File: config.mk
export PLATFORM = sky130hd
export DESIGN_NAME = uhr_regif
export DESIGN_NICKNAME = d
export VERILOG_FILES = /design/src/design/uhr_pkg.sv /design/src/design/uhr_fifo.sv /design/src/design/uhr_regif.sv
export VERILOG_INCLUDE_DIRS = /design/src /design/src/design
export SDC_FILE = /design/constraint.sdc
export NUM_CORES = 1
export LEC_CHECK = 0
export BUFFER_PORTS_ARGS = -buffer_cell sky130_fd_sc_hd__buf_2
export CELL_PAD_IN_SITES_DETAIL_PLACEMENT = 0
export CELL_PAD_IN_SITES_GLOBAL_PLACEMENT = 1
export CORE_MARGIN = 2
export CORE_UTILIZATION = 51
export CTS_CLUSTER_DIAMETER = 150
export CTS_CLUSTER_SIZE = 28
export DETAILED_ROUTE_END_ITERATION = 6
export GPL_TIMING_DRIVEN = 0
export PLACE_DENSITY_LB_ADDON = 0.1
export SYNTH_ARGS = -nofsm -noshare
export SYNTH_HDL_FRONTEND = slang
export SYNTH_HIERARCHICAL = 1
export SYNTH_SLANG_ARGS = --single-unit
export TNS_END_PERCENT = 10
File: constraint.sdc
create_clock -name clock -period 3.62 [get_ports clock]
set_input_delay 0.362 -clock clock [delete_from_list [all_inputs] [get_ports clock]]
set_output_delay 0.362 -clock clock [all_outputs]
set_load 0.05 [all_outputs]
File: src/design/uhr_regs.svh
`ifndef UHR_REGS_SVH
`define UHR_REGS_SVH
// Register offsets
`define UHR_A_DATA   3'h0
`define UHR_A_IEN    3'h1
`define UHR_A_IIDFC  3'h2
`define UHR_A_LCTL   3'h3
`define UHR_A_MCTL   3'h4
`define UHR_A_LSTAT  3'h5
`define UHR_A_MSTAT  3'h6
`define UHR_A_SCR    3'h7
// Field positions
`define UHR_IE_RX    0
`define UHR_IE_TX    1
`define UHR_IE_LS    2
`define UHR_IE_MS    3
`define UHR_LC_DIVISOR_ACCESS_SELECT  7
`define UHR_FC_EN    0
`define UHR_FC_RXRST 1
`define UHR_FC_TXRST 2
`define UHR_FC_DMA   3
`define UHR_MS_RING  2
// Identification codes
`define UHR_ID_NONE  3'h0
`define UHR_ID_LS    3'h3
`define UHR_ID_RX    3'h2
`define UHR_ID_TO    3'h6
`define UHR_ID_TX    3'h1
`define UHR_ID_MS    3'h0
// Reset values
`define UHR_RST_BYTE 8'h00
`define UHR_RST_LCTL 8'h03
// Trigger levels, last-word count, FIFO depth and width
`define UHR_TRIG0    5'h01
`define UHR_TRIG1    5'h04
`define UHR_TRIG2    5'h08
`define UHR_TRIG3    5'h0e
`define UHR_CNT_LAST 5'h01
`define UHR_DEPTH    16
`define UHR_DWIDTH   8
`endif
File: src/design/uhr_pkg.sv
package uhr_pkg;
  typedef logic [7:0] uhr_byte_t;
  typedef logic [2:0] uhr_addr_t;
endpackage : uhr_pkg

File: src/design/uhr_fifo.sv
`include "uhr_regs.svh"
// Synchronous FIFO with valid/ready on both sides
module uhr_fifo #(
  parameter int WIDTH = `UHR_DWIDTH,
  parameter int DEPTH = `UHR_DEPTH
) (
  input  wire logic             clock,
  input  wire logic             reset_n,
  input  wire logic             flush,
  input  wire logic [WIDTH-1:0] in_data,
  input  wire logic             in_valid,
  output logic                  in_ready,
  output logic      [WIDTH-1:0] out_data,
  output logic                  out_valid,
  input  wire logic             out_ready,
  output logic [$clog2(DEPTH):0] count
);
  localparam int AW = $clog2(DEPTH);
  logic [WIDTH-1:0] mem_q [DEPTH];
  logic [AW-1:0]    wr_q;
  logic [AW-1:0]    rd_q;
  logic             push;
  logic             pop;

  assign in_ready  = (count != (AW+1)'(DEPTH));
  assign out_valid = (count != '0);
  assign push      = in_valid & in_ready;
  assign pop       = out_valid & out_ready;
  assign out_data  = mem_q[rd_q];

  // Storage
  always_ff @(posedge clock) begin
    if (push) begin
      mem_q[wr_q] <= in_data;
    end
  end

  // Pointers and fill count
  always_ff @(posedge clock) begin
    if (!reset_n || flush) begin
      wr_q  <= '0;
      rd_q  <= '0;
      count <= '0;
    end else begin
      if (push) begin
        wr_q <= wr_q + AW'(1);
      end
      if (pop) begin
        rd_q <= rd_q + AW'(1);
      end
      if (push && !pop) begin
        count <= count + (AW+1)'(1);
      end else if (pop && !push) begin
        count <= count - (AW+1)'(1);
      end
    end
  end
endmodule : uhr_fifo

File: src/design/uhr_regif.sv
`include "uhr_regs.svh"
// Contract
// - Interrupt enable register gates five interrupt types onto host interrupt.
// - Writing 1 enables a source, writing 0 disables it.
// - Disabled source is neither identified nor raises the host interrupt.
// - All enables zero: no identification bits, host interrupt inactive.
// - Line and modem status update regardless of enables.
// - Modem status enable: interrupt while any modem delta flag set.
// - Line status enable: interrupt when line error bits 1-4 change.
// - Transmit empty enable: interrupt while transmit buffer empty flag set, until an ident read shows it.
// - Address 0, divisor access 0: write transmit, read receive buffer.
// - Divisor access 1: addresses 0 and 1 reach divisor bytes.
// - Address 2 read gives FIFO enabled, zeros, identifier, pending-low.
// - Address 2 write loads trigger, DMA, FIFO resets, FIFO enable.
// - Address 3 holds line control with divisor access in bit 7.
// - Address 5 reports line status bits as laid out.
// - Address 6 reports modem lines high nibble, deltas low nibble.
// - Sixteen-byte receive and transmit FIFOs behind the buffer address.
// - Priority: line status, receive data/timeout, transmit empty, modem.
module uhr_regif
  import uhr_pkg::*;
(
  input  wire logic          clock,
  input  wire logic          reset_n,
  input  wire uhr_pkg::uhr_addr_t host_addr,
  input  wire logic          host_rd,
  input  wire logic          host_wr,
  input  wire uhr_pkg::uhr_byte_t host_wdata,
  output uhr_pkg::uhr_byte_t host_rdata,
  output logic               host_interrupt_out,
  input  wire uhr_pkg::uhr_byte_t rx_in_data,
  input  wire logic          rx_in_valid,
  output logic               rx_in_ready,
  input  wire logic [3:0]    rx_err_in,
  input  wire logic          rx_timeout,
  output uhr_pkg::uhr_byte_t tx_out_data,
  output logic               tx_out_valid,
  input  wire logic          tx_out_ready,
  input  wire logic          transmitter_idle_flag,
  input  wire logic [3:0]    modem_lines_in,
  output logic [15:0]        baud_divisor,
  output uhr_pkg::uhr_byte_t line_control,
  output uhr_pkg::uhr_byte_t modem_control,
  output logic               dma_mode
);
  import uhr_pkg::*;

  ////////////////////////////////////////////////////////////////////////////
  // Registers and decodes
  uhr_byte_t  interrupt_enable_q;
  uhr_byte_t  scratch_store_q;
  uhr_byte_t  dl_low_q;
  uhr_byte_t  dl_high_q;
  uhr_byte_t  line_control_q;
  logic [4:0] modem_control_q;
  logic [1:0] trig_sel_q;
  logic       fifo_en_q;
  logic       dma_q;
  logic [3:0] lerr_q;
  logic       lerr_chg_q;
  logic [3:0] mdelta_q;
  logic [3:0] mline_s1_q;
  logic [3:0] mline_s2_q;
  logic [3:0] mline_s3_q;
  logic [3:0] mline_q;
  uhr_byte_t  rdata_q;
  logic [2:0] iid_q;
  logic       pend_q;
  logic       rd_q;
  logic       divisor_access_select;
  logic       wr_data;
  logic       rd_data;
  logic       wr_fcr;
  logic       rd_iir;
  logic       rd_lsr;
  logic       rd_msr;
  logic       tx_in_ready;
  logic       rx_valid;
  uhr_byte_t  rx_data;
  logic [4:0] rx_count;
  logic [4:0] tx_count;
  logic       tx_buffer_empty_flag_pend_q;
  logic       tx_empty;
  logic       ls_int;
  logic       rx_int;
  logic       to_int;
  logic       tx_int;
  logic       ms_int;
  logic       rx_flush;
  logic       tx_flush;
  logic [4:0] trig_lvl;
  uhr_byte_t  lsr_val;
  uhr_byte_t  msr_val;
  uhr_byte_t  iir_val;
  logic [2:0] iid_d;
  logic       pend_d;
  logic [3:0] lerr_base;
  logic [3:0] mdelta_new;
  logic       tx_last_pop;

  // Address match for a given offset
  function automatic logic hit(input uhr_addr_t a, input uhr_addr_t off);
    hit = (a == off);
  endfunction : hit

  assign divisor_access_select    = line_control_q[`UHR_LC_DIVISOR_ACCESS_SELECT];
  assign wr_data = host_wr && hit(host_addr, `UHR_A_DATA) && !divisor_access_select;
  assign rd_data = host_rd && !rd_q && hit(host_addr, `UHR_A_DATA)
                   && !divisor_access_select;
  assign wr_fcr  = host_wr && hit(host_addr, `UHR_A_IIDFC);
  assign rd_iir  = host_rd && !rd_q && hit(host_addr, `UHR_A_IIDFC);
  assign rd_lsr  = host_rd && !rd_q && hit(host_addr, `UHR_A_LSTAT);
  assign rd_msr  = host_rd && !rd_q && hit(host_addr, `UHR_A_MSTAT);

  // Read strobe edge tracker
  always_ff @(posedge clock) begin
    if (!reset_n) begin
      rd_q <= 1'b0;
    end else begin
      rd_q <= host_rd;
    end
  end

  ////////////////////////////////////////////////////////////////////////////
  // FIFOs
  // FIFO resets act only with enable bit set; clearing enable empties both
  assign rx_flush = wr_fcr && (!host_wdata[`UHR_FC_EN]
                    || host_wdata[`UHR_FC_RXRST]);
  assign tx_flush = wr_fcr && (!host_wdata[`UHR_FC_EN]
                    || host_wdata[`UHR_FC_TXRST]);

  uhr_fifo #(.WIDTH(`UHR_DWIDTH), .DEPTH(`UHR_DEPTH)) u_rx_fifo (
    .clock     (clock),
    .reset_n   (reset_n),
    .flush     (rx_flush),
    .in_data   (rx_in_data),
    .in_valid  (rx_in_valid),
    .in_ready  (rx_in_ready),
    .out_data  (rx_data),
    .out_valid (rx_valid),
    .out_ready (rd_data),
    .count     (rx_count)
  );

  // A write that finds the transmit FIFO full is dropped without trace, so
  // the host paces itself on the transmit buffer empty flag
  uhr_fifo #(.WIDTH(`UHR_DWIDTH), .DEPTH(`UHR_DEPTH)) u_tx_fifo (
    .clock     (clock),
    .reset_n   (reset_n),
    .flush     (tx_flush),
    .in_data   (host_wdata),
    .in_valid  (wr_data),
    .in_ready  (tx_in_ready),
    .out_data  (tx_out_data),
    .out_valid (tx_out_valid),
    .out_ready (tx_out_ready),
    .count     (tx_count)
  );

  assign tx_empty = (tx_count == 5'h00);

  ////////////////////////////////////////////////////////////////////////////
  // Host-written registers
  always_ff @(posedge clock) begin
    if (!reset_n) begin
      interrupt_enable_q <= `UHR_RST_BYTE;
      dl_low_q           <= `UHR_RST_BYTE;
      dl_high_q          <= `UHR_RST_BYTE;
      line_control_q     <= `UHR_RST_LCTL;
      modem_control_q    <= 5'h00;
      scratch_store_q    <= `UHR_RST_BYTE;
    end else if (host_wr) begin
      if (hit(host_addr, `UHR_A_DATA) && divisor_access_select) begin
        dl_low_q <= host_wdata;
      end else if (hit(host_addr, `UHR_A_IEN) && divisor_access_select) begin
        dl_high_q <= host_wdata;
      end else if (hit(host_addr, `UHR_A_IEN)) begin
        interrupt_enable_q <= {4'h0, host_wdata[3:0]};
      end else if (hit(host_addr, `UHR_A_LCTL)) begin
        line_control_q <= host_wdata;
      end else if (hit(host_addr, `UHR_A_MCTL)) begin
        modem_control_q <= host_wdata[4:0];
      end else if (hit(host_addr, `UHR_A_SCR)) begin
        scratch_store_q <= host_wdata;
      end
    end
  end

  // FIFO control fields
  always_ff @(posedge clock) begin
    if (!reset_n) begin
      fifo_en_q  <= 1'b0;
      dma_q      <= 1'b0;
      trig_sel_q <= 2'h0;
    end else if (wr_fcr) begin
      fifo_en_q <= host_wdata[`UHR_FC_EN];
      if (host_wdata[`UHR_FC_EN]) begin
        dma_q      <= host_wdata[`UHR_FC_DMA];
        trig_sel_q <= host_wdata[7:6];
      end
    end
  end

  ////////////////////////////////////////////////////////////////////////////
  // Status capture, independent of enables
  // Modem line synchroniser, three stages
  always_ff @(posedge clock) begin
    if (!reset_n) begin
      mline_s1_q <= 4'h0;
      mline_s2_q <= 4'h0;
      mline_s3_q <= 4'h0;
      mline_q    <= 4'h0;
    end else begin
      mline_s1_q <= modem_lines_in;
      mline_s2_q <= mline_s1_q;
      mline_s3_q <= mline_s2_q;
      if (mline_s2_q == mline_s3_q) begin
        mline_q <= mline_s3_q;
      end
    end
  end

  // New deltas, judged on the same settled word that updates the lines, so
  // a flag never rises before the status bits show the change
  always_comb begin
    mdelta_new = 4'h0;
    if (mline_s2_q == mline_s3_q) begin
      mdelta_new = mline_q ^ mline_s3_q;
      // Ring counts only its trailing edge
      mdelta_new[`UHR_MS_RING] = mline_q[`UHR_MS_RING]
                                 & !mline_s3_q[`UHR_MS_RING];
    end
  end

  // Modem deltas: set wins over read clear
  always_ff @(posedge clock) begin
    if (!reset_n) begin
      mdelta_q <= 4'h0;
    end else begin
      mdelta_q <= (rd_msr ? 4'h0 : mdelta_q) | mdelta_new;
    end
  end

  // Error flags that survive a status read in this cycle; an error arriving
  // with the read is kept and raises the change flag again, set wins
  assign lerr_base = rd_lsr ? 4'h0 : lerr_q;

  // Line error flags, cleared by reading line status; change flag for irq
  always_ff @(posedge clock) begin
    if (!reset_n) begin
      lerr_q     <= 4'h0;
      lerr_chg_q <= 1'b0;
    end else begin
      lerr_q     <= lerr_base | rx_err_in;
      lerr_chg_q <= (rd_lsr ? 1'b0 : lerr_chg_q)
                    | ((lerr_base | rx_err_in) != lerr_base);
    end
  end

  // Last word leaves the transmit FIFO
  assign tx_last_pop = tx_out_valid && tx_out_ready
                       && (tx_count == `UHR_CNT_LAST);

  // Transmit-empty interrupt latch: armed whenever the FIFO runs dry, by a
  // drain or a flush, and that set wins over an ident read in the same
  // cycle; a transmit write or a read of the ident showing it disarms it
  always_ff @(posedge clock) begin
    if (!reset_n) begin
      tx_buffer_empty_flag_pend_q <= 1'b1;
    end else if (wr_data) begin
      tx_buffer_empty_flag_pend_q <= 1'b0;
    end else if (tx_last_pop || (tx_flush && !tx_empty)) begin
      tx_buffer_empty_flag_pend_q <= 1'b1;
    end else if (rd_iir && iid_q == `UHR_ID_TX && !pend_q) begin
      tx_buffer_empty_flag_pend_q <= 1'b0;
    end
  end

  ////////////////////////////////////////////////////////////////////////////
  // Interrupt sources gated by enables
  // Receive trigger level, in bytes, chosen by the two select bits
  always_comb begin
    case (trig_sel_q)
      2'h0:    trig_lvl = `UHR_TRIG0;
      2'h1:    trig_lvl = `UHR_TRIG1;
      2'h2:    trig_lvl = `UHR_TRIG2;
      default: trig_lvl = `UHR_TRIG3;
    endcase
  end

  assign ls_int = interrupt_enable_q[`UHR_IE_LS] && lerr_chg_q;
  assign rx_int = interrupt_enable_q[`UHR_IE_RX] &&
                  (fifo_en_q ? (rx_count >= trig_lvl) : rx_valid);
  assign to_int = interrupt_enable_q[`UHR_IE_RX] && fifo_en_q &&
                  rx_timeout && rx_valid;
  assign tx_int = interrupt_enable_q[`UHR_IE_TX] && tx_empty
                  && tx_buffer_empty_flag_pend_q;
  assign ms_int = interrupt_enable_q[`UHR_IE_MS] && (mdelta_q != 4'h0);

  // Priority encoder of pending identification
  always_comb begin
    pend_d = 1'b1;
    iid_d  = `UHR_ID_NONE;
    if (ls_int) begin
      pend_d = 1'b0;
      iid_d  = `UHR_ID_LS;
    end else if (rx_int) begin
      pend_d = 1'b0;
      iid_d  = `UHR_ID_RX;
    end else if (to_int) begin
      pend_d = 1'b0;
      iid_d  = `UHR_ID_TO;
    end else if (tx_int) begin
      pend_d = 1'b0;
      iid_d  = `UHR_ID_TX;
    end else if (ms_int) begin
      pend_d = 1'b0;
      iid_d  = `UHR_ID_MS;
    end
  end

  // Identification frozen while the host holds a read of it
  always_ff @(posedge clock) begin
    if (!reset_n) begin
      iid_q  <= `UHR_ID_NONE;
      pend_q <= 1'b1;
    end else if (!(host_rd && hit(host_addr, `UHR_A_IIDFC))) begin
      iid_q  <= iid_d;
      pend_q <= pend_d;
    end
  end

  ////////////////////////////////////////////////////////////////////////////
  // Read data and outputs
  assign lsr_val = {fifo_en_q && (lerr_q != 4'h0),
                    tx_empty && transmitter_idle_flag,
                    tx_empty, lerr_q, rx_valid};
  assign msr_val = {mline_q, mdelta_q};
  assign iir_val = {fifo_en_q, fifo_en_q, 2'h0,
                    iid_q, pend_q};

  // Read data, taken once per read on the strobe's rising edge, so a long
  // strobe never picks up the word behind the one just popped
  always_ff @(posedge clock) begin
    if (!reset_n) begin
      rdata_q <= `UHR_RST_BYTE;
    end else if (host_rd && !rd_q) begin
      if (hit(host_addr, `UHR_A_DATA)) begin
        rdata_q <= divisor_access_select ? dl_low_q : rx_data;
      end else if (hit(host_addr, `UHR_A_IEN)) begin
        rdata_q <= divisor_access_select ? dl_high_q : interrupt_enable_q;
      end else if (hit(host_addr, `UHR_A_IIDFC)) begin
        rdata_q <= iir_val;
      end else if (hit(host_addr, `UHR_A_LCTL)) begin
        rdata_q <= line_control_q;
      end else if (hit(host_addr, `UHR_A_MCTL)) begin
        rdata_q <= {3'h0, modem_control_q};
      end else if (hit(host_addr, `UHR_A_LSTAT)) begin
        rdata_q <= lsr_val;
      end else if (hit(host_addr, `UHR_A_MSTAT)) begin
        rdata_q <= msr_val;
      end else begin
        rdata_q <= scratch_store_q;
      end
    end
  end

  // Outputs; the interrupt pin follows the registered pending bit, so it
  // cannot glitch while several sources change in one cycle
  assign host_rdata         = rdata_q;
  assign host_interrupt_out = !pend_q;
  assign baud_divisor       = {dl_high_q, dl_low_q};
  assign line_control       = line_control_q;
  assign modem_control      = {3'h0, modem_control_q};
  assign dma_mode           = fifo_en_q && dma_q;
endmodule : uhr_regif

==> summary.md, run 1 <==
| Metric | Value |
|---|---|
| Status | completed |
| Crit path DAT | 3670 ps |
| Crit Path Category | reg -> reg |
| Worst skew pair latency | 530 ps |
| I/O Pins | 87 |
| Syn Area/Cell | 14.6 sq um |
| Data required time of the worst path | 4100 ps |
| Initial DRC Count | 865 |
| Top sig layer | met5 |
| Clock Sinks | 374 |
| Synth warn | 6 |
| Total Routing Usage GR | 23.1% |
| CP most frequent cell | ha_1 |
| CTS tree | done |
| Initial antenna violation count | 1 |
| Share of cells above drive strength 1 | 19.0% |
| Maxcap violations | 0 |
| Slowest CP cell | nor3b_2 |
| Rows | 64 |
| DR WL/cell | 23.5 um |
| Min-Delay Path Class | in -> reg |
| Routability cong. | 0.884 |
| Most common cell after layout, fill and taps aside | edfxtp_1 |
| CP endpoint kind | register |
| Die Height | 179 um |
| Vias per cell | 5.85 |
| Metal-1 WL | 16.1 mm |
| Hpwl dp | 25.9 mm |
| PD cells | 504 mW/mm^2 |
| Final worst path period need | 3190 ps |
| Skew final | 26.8 ps |
| FMAX | 0.313 GHz |
| Overflow after GRT | 0 |
| Routed WL | 37.1 mm |
| Starting Density | 51.6% |
| Placed Instances | 1,553 |
| RSZ-0062 raised after global routing | no |
| Crit-path cells | buf_2 > nor3b_2 > a21boi_2 > ha_1 > inv_1 > ha_1 > nand3_1 > a211o_1 > a211oi_1 > a31o_2 |
| Met3 wire len | 1.91 mm |
| Fin crit share | 88.2% |
| Worst path max stage delay | 540 ps |
| Cell count after synthesis | 1,075 |
| Largest net degree at the start of global routing | 30 |
| # diodes | 0 |
| Most frequent cells in the layout | 256 x edfxtp_1, 118 x dfxtp_1, 104 x nand2_1 |
| DRT Pass-1 Iters | 7 |
| Clk slew on worst S/H paths | 120 ps |
| DRC | 0 |
| Startpoint types | register |
| Nets | 1,236 |
| CP Max Fanout | 10 |
| Finished Core Util | 56.3% |
| Hold slack | 43.8 ps |
| Port Buf Inserts | 80 |
| First-pass GRT wire length | 56.8 mm |
| Synth Cell Area | 0.0157 sq mm |
| Met2 wire length | 18.2 mm |
| Post-detailed-route count of antenna-violating nets | 0 |
| Worst-Margin Slew | 1320 ps |
| Overall power | 8.62 mW |
| CTS Root Cell | clkbuf_16 |
| Vias in the first global route | 9,240 |
| CTS Buffer Depth | 3 |
| CTS HTree Levels | 1 |
| Placed Area | 0.0166 sq mm |
| Max-slew violation count | 0 |
| Fin cells | 1,583 |
| Cell area after layout | 0.0171 sq mm |
| Core ar. | 0.0304 sq mm |
| Final hold violation count | 0 |
| Vias | 9,265 |
| Die area | 0.0322 sq mm |
| Max transition margin | 11.2% |
| Setup Fix Bufs, Post-CTS | 0 |
| Area grow syn2layout | 9.03% |
| Pleak | 5.87 nW |
| Die width | 179 um |
| Cts bufs inserted | 17 |
| Final setup fails | 0 |
| Peak supply drop | 0.347 mV |
-- layer usage --
metal	up-vias	global-route usage, %
met2	216	38.0
met3	60	3.46
met1	4726	32.3
met4	2	6.34
li1	4261	-
met5	-	0
-- stage by stage --
step	TNS (ps)	setup slack [ps]
4_1_cts	0	110
2_1_floorplan	0	460
5_1_grt	0	252
6_report	0	428
3_5_place_dp	-21430	-503
3_3_place_gp	-23000	-515
-- report_power, final --
part / switching [mW] / internal [mW]
clock: 1.30 / 0.914
combinational: 0.998 / 0.613
sequential: 0.110 / 4.69
-- path summary, 6_finish.rpt --
kind / startpoint / endpoint / slack [ps] / depth (start not counted)
max: line_control[7] / u_tx_fifo/count[4] / 430 / 10
min: modem_lines_in[2] / mline_s1_q[2] / 40 / 2
max reg2reg: line_control[7] / u_tx_fifo/count[4] / 430 / 10
min reg2reg: mline_s1_q[0] / mline_s2_q[0] / 440 / 1
-- critical path, delay by kind of cell (launching register included) --
family	cells	cell delay, ps
and+or+nand+nor	2	670
buffers and inverters	2	370
DFF	1	430
AOI/OAI and AO/OA	4	1060
adders and majority gates	2	590
-- registers in the layout (all words and copies together) (netlist names), 3 cells and up, named ones only --
register            count
u_rx_fifo/mem_q       128
u_tx_fifo/mem_q       128
dl_high_q               8
dl_low_q                8
host_rdata              8
line_control            8
scratch_store_q         8
modem_control_q         5
u_rx_fifo/count         5
u_tx_fifo/count         5
interrupt_enable_q      4
lerr_q                  4
mdelta_q                4
mline_q                 4
mline_s1_q              4
mline_s2_q              4
mline_s3_q              4
u_rx_fifo/rd_q          4
u_rx_fifo/wr_q          4
u_tx_fifo/rd_q          4
u_tx_fifo/wr_q          4
iid_q                   3
-- cell type report --
type / instances / area [sq um]
plain buffers: 65 / 398
repair buffers: 81 / 408
flip-flops and latches: 374 / 10000
multi-input cells: 617 / 5200
inverters: 21 / 78.8
clock inverters: 1 / 20.0
well taps: 396 / 495
fillers: 2511 / 13300
clock buffers: 28 / 467
-- timing repair --
action | CTS | global route
gates resized for setup | 3 | 1
hold buffers | 0 | 0
endpoints found under the setup margin | 23 | 1
pin swaps | 0 | 0
(Power assumes the default switching activity.)
==> inputs of run 2 (changes only) <==
--- a/config.mk
+++ b/config.mk
@@ -6,11 +6,13 @@
 export SDC_FILE = /design/constraint.sdc
 export NUM_CORES = 1
 export LEC_CHECK = 0
+export ABC_CLOCK_PERIOD_IN_PS = 3620
 export BUFFER_PORTS_ARGS = -buffer_cell sky130_fd_sc_hd__buf_2
 export CELL_PAD_IN_SITES_DETAIL_PLACEMENT = 0
 export CELL_PAD_IN_SITES_GLOBAL_PLACEMENT = 1
 export CORE_MARGIN = 2
-export CORE_UTILIZATION = 51
+export CORE_UTILIZATION = 53
+export CTS_BUF_LIST = sky130_fd_sc_hd__clkbuf_4
 export CTS_CLUSTER_DIAMETER = 150
 export CTS_CLUSTER_SIZE = 28
 export DETAILED_ROUTE_END_ITERATION = 6
==> summary.md, run 2 (synthesis gave the netlist of run 1 again) <==
| Metric | Value |
|---|---|
| Final setup fails | 0 |
| Total Routing Usage GR | 23.9% |
| Hold slack | 51.4 ps |
| CTS Buffer Depth | 3 |
| Seq pwr share | 60.2% |
| Clk slew on worst S/H paths | 270 ps |
| Crit Path Category | reg -> out |
| DRC | 0 |
| CTS Root Cell | clkbuf_4 |
| Nets | 1,259 |
| Fin cells | 1,602 |
| I/O Pins | 87 |
| Clock Sinks | 374 |
| Area grow syn2layout | 8.86% |
| Area of the multi-input gates | 0.00520 sq mm |
| Maxcap violations | 0 |
| Routed WL | 36.7 mm |
| Crit-path cells | buf_1 > mux4_2 > a22oi_1 > nand2_1 > buf_2 |
| Final hold violation count | 0 |
| Vias in the first global route | 9,126 |
| Pre-CTS setup slack | -511 ps |
| Startpoint types | register |
| Initial antenna violation count | 2 |
| Placed Instances | 1,547 |
| Overall power | 7.98 mW |
| Max-slew violation count | 0 |
| CP delay by family, top | buffers and inverters |
| Initial DRC Count | 794 |
| Slack of the critical path | 462 ps |
| CTS HTree Levels | 1 |
| Most frequent cells in the layout | 256 x edfxtp_1, 118 x dfxtp_1, 104 x nand2_1 |
| FMAX | 0.317 GHz |
| DR WL/cell | 22.9 um |
| CTS tree | done |
| Cts bufs inserted | 17 |
| Critical path buffers and inverters | 2 |
| Fin crit share | 87.2% |
| First-pass GRT wire length | 55.4 mm |
| Port Buf Inserts | 80 |
| Max transition margin | 11.9% |
| Hpwl dp | 25.7 mm |
| PD cells | 467 mW/mm^2 |
| Clock Power Share | 19.5% |
| Peak supply drop | 0.359 mV |
| Final worst path period need | 3160 ps |
| Die area | 0.0310 sq mm |
| Die width | 176 um |
| Starting Density | 53.4% |
| Largest net degree at the start of global routing | 30 |
| Comb pwr share | 20.2% |
| Regs by FF count | u_rx_fifo/mem_q (128), u_tx_fifo/mem_q (128) |
| Setup_tns | 0 ps |
| Seq. cell area | 0.0100 sq mm |
| Filler cell count | 2,429 |
| Pleak | 5.87 nW |
| Worst path max stage delay | 550 ps |
| Min-Delay Path Class | in -> reg |
| Switching Fraction | 28.7% |
| Worst skew pair latency | 750 ps |
| Slowest CP cell | buf_1 |
| Skew final | 72.2 ps |
| Vias per cell | 5.85 |
| CP endpoint kind | output port |
| RSZ-0062 raised after global routing | no |
| Crit path DAT | 2800 ps |
| Rows | 63 |
| Vias | 9,377 |
| CP Max Fanout | 10 |
| Core ar. | 0.0294 sq mm |
| Int Power | 5.68 mW |
| Share of cells above drive strength 1 | 19.4% |
| Routability cong. | 0.933 |
| Most common cell after layout, fill and taps aside | edfxtp_1 |
| Data required time of the worst path | 3260 ps |
| Worst-Margin Slew | 1310 ps |
| DRT Pass-1 Iters | 5 |
| Post-detailed-route count of antenna-violating nets | 0 |
| Overflow after GRT | 0 |
| Psw | 2.29 mW |
| Die Height | 176 um |
| Status | completed |
run 2: stage by stage:
stage                     area [sq um]  util, %
after global placement           16600     56.4
after floorplan                  15700        -
after CTS                        17100     58.1
after detailed placement         16600     56.4
after global routing             17100     58.1
final                            17100     58.1
run 2: area by class of cell:
| class | count | share of cell area (%) |
|---|---|---|
| Sequential cell | 374 | 58.8 |
| Multi-Input combinational cell | 617 | 30.4 |
| Timing Repair Buffer | 104 | 3.75 |
| Tap cell | 390 | 2.86 |
| Buffer | 65 | 2.33 |
| Clock buffer | 28 | 1.23 |
| Inverter | 21 | 0.461 |
| Clock inverter | 1 | 0.117 |
| Antenna cell | 2 | 0.0293 |
run 2: power groups by stage:
stage	clock, mW	sequential, mW	combinational [mW]
2_1_floorplan	0	4.90	1.14
3_3_place_gp	0	4.90	1.59
3_5_place_dp	0	4.90	1.60
4_1_cts	1.62	4.81	1.62
5_1_grt	1.76	4.83	1.74
6_report	1.56	4.80	1.61
run 2: worst paths after layout:
path | start | endpoint | slack (ps) | depth (start not counted)
max | register | tx_out_data[2] | 460 | 5
min | host_wdata[2] | line_control[2] | 50 | 3
max reg2reg | line_control[7] | u_tx_fifo/count[4] | 480 | 10
min reg2reg | mline_s1_q[3] | mline_s2_q[3] | 470 | 1
run 2: worst register-to-register path, delay by kind of cell, from the launching register on:
kind | cells | cell delay, ps
AO/OA/AOI/OAI | 5 | 1180
adder cells (fa/ha/maj) | 2 | 580
flip-flops | 1 | 460
AND/OR/NAND/NOR | 1 | 500
buffers and inverters | 2 | 370
run 2: layer usage:
layer  vias to the layer above  wire length [um]  track usage [%]
met1                      4732             15800             33.2
li1                       4314                 -                -
met5                         -                 0                0
met3                        44              2200             4.05
met2                       287             17900             39.7
met4                         0               792             5.75
run 2: what timing repair did:
item / CTS / global route
endpoints found under the setup margin: 24 / 2
resized for setup: 3 / 1
endpoints found under the hold margin: 159 / 0
hold buffers: 24 / 0
buffers inserted: 0 / 0
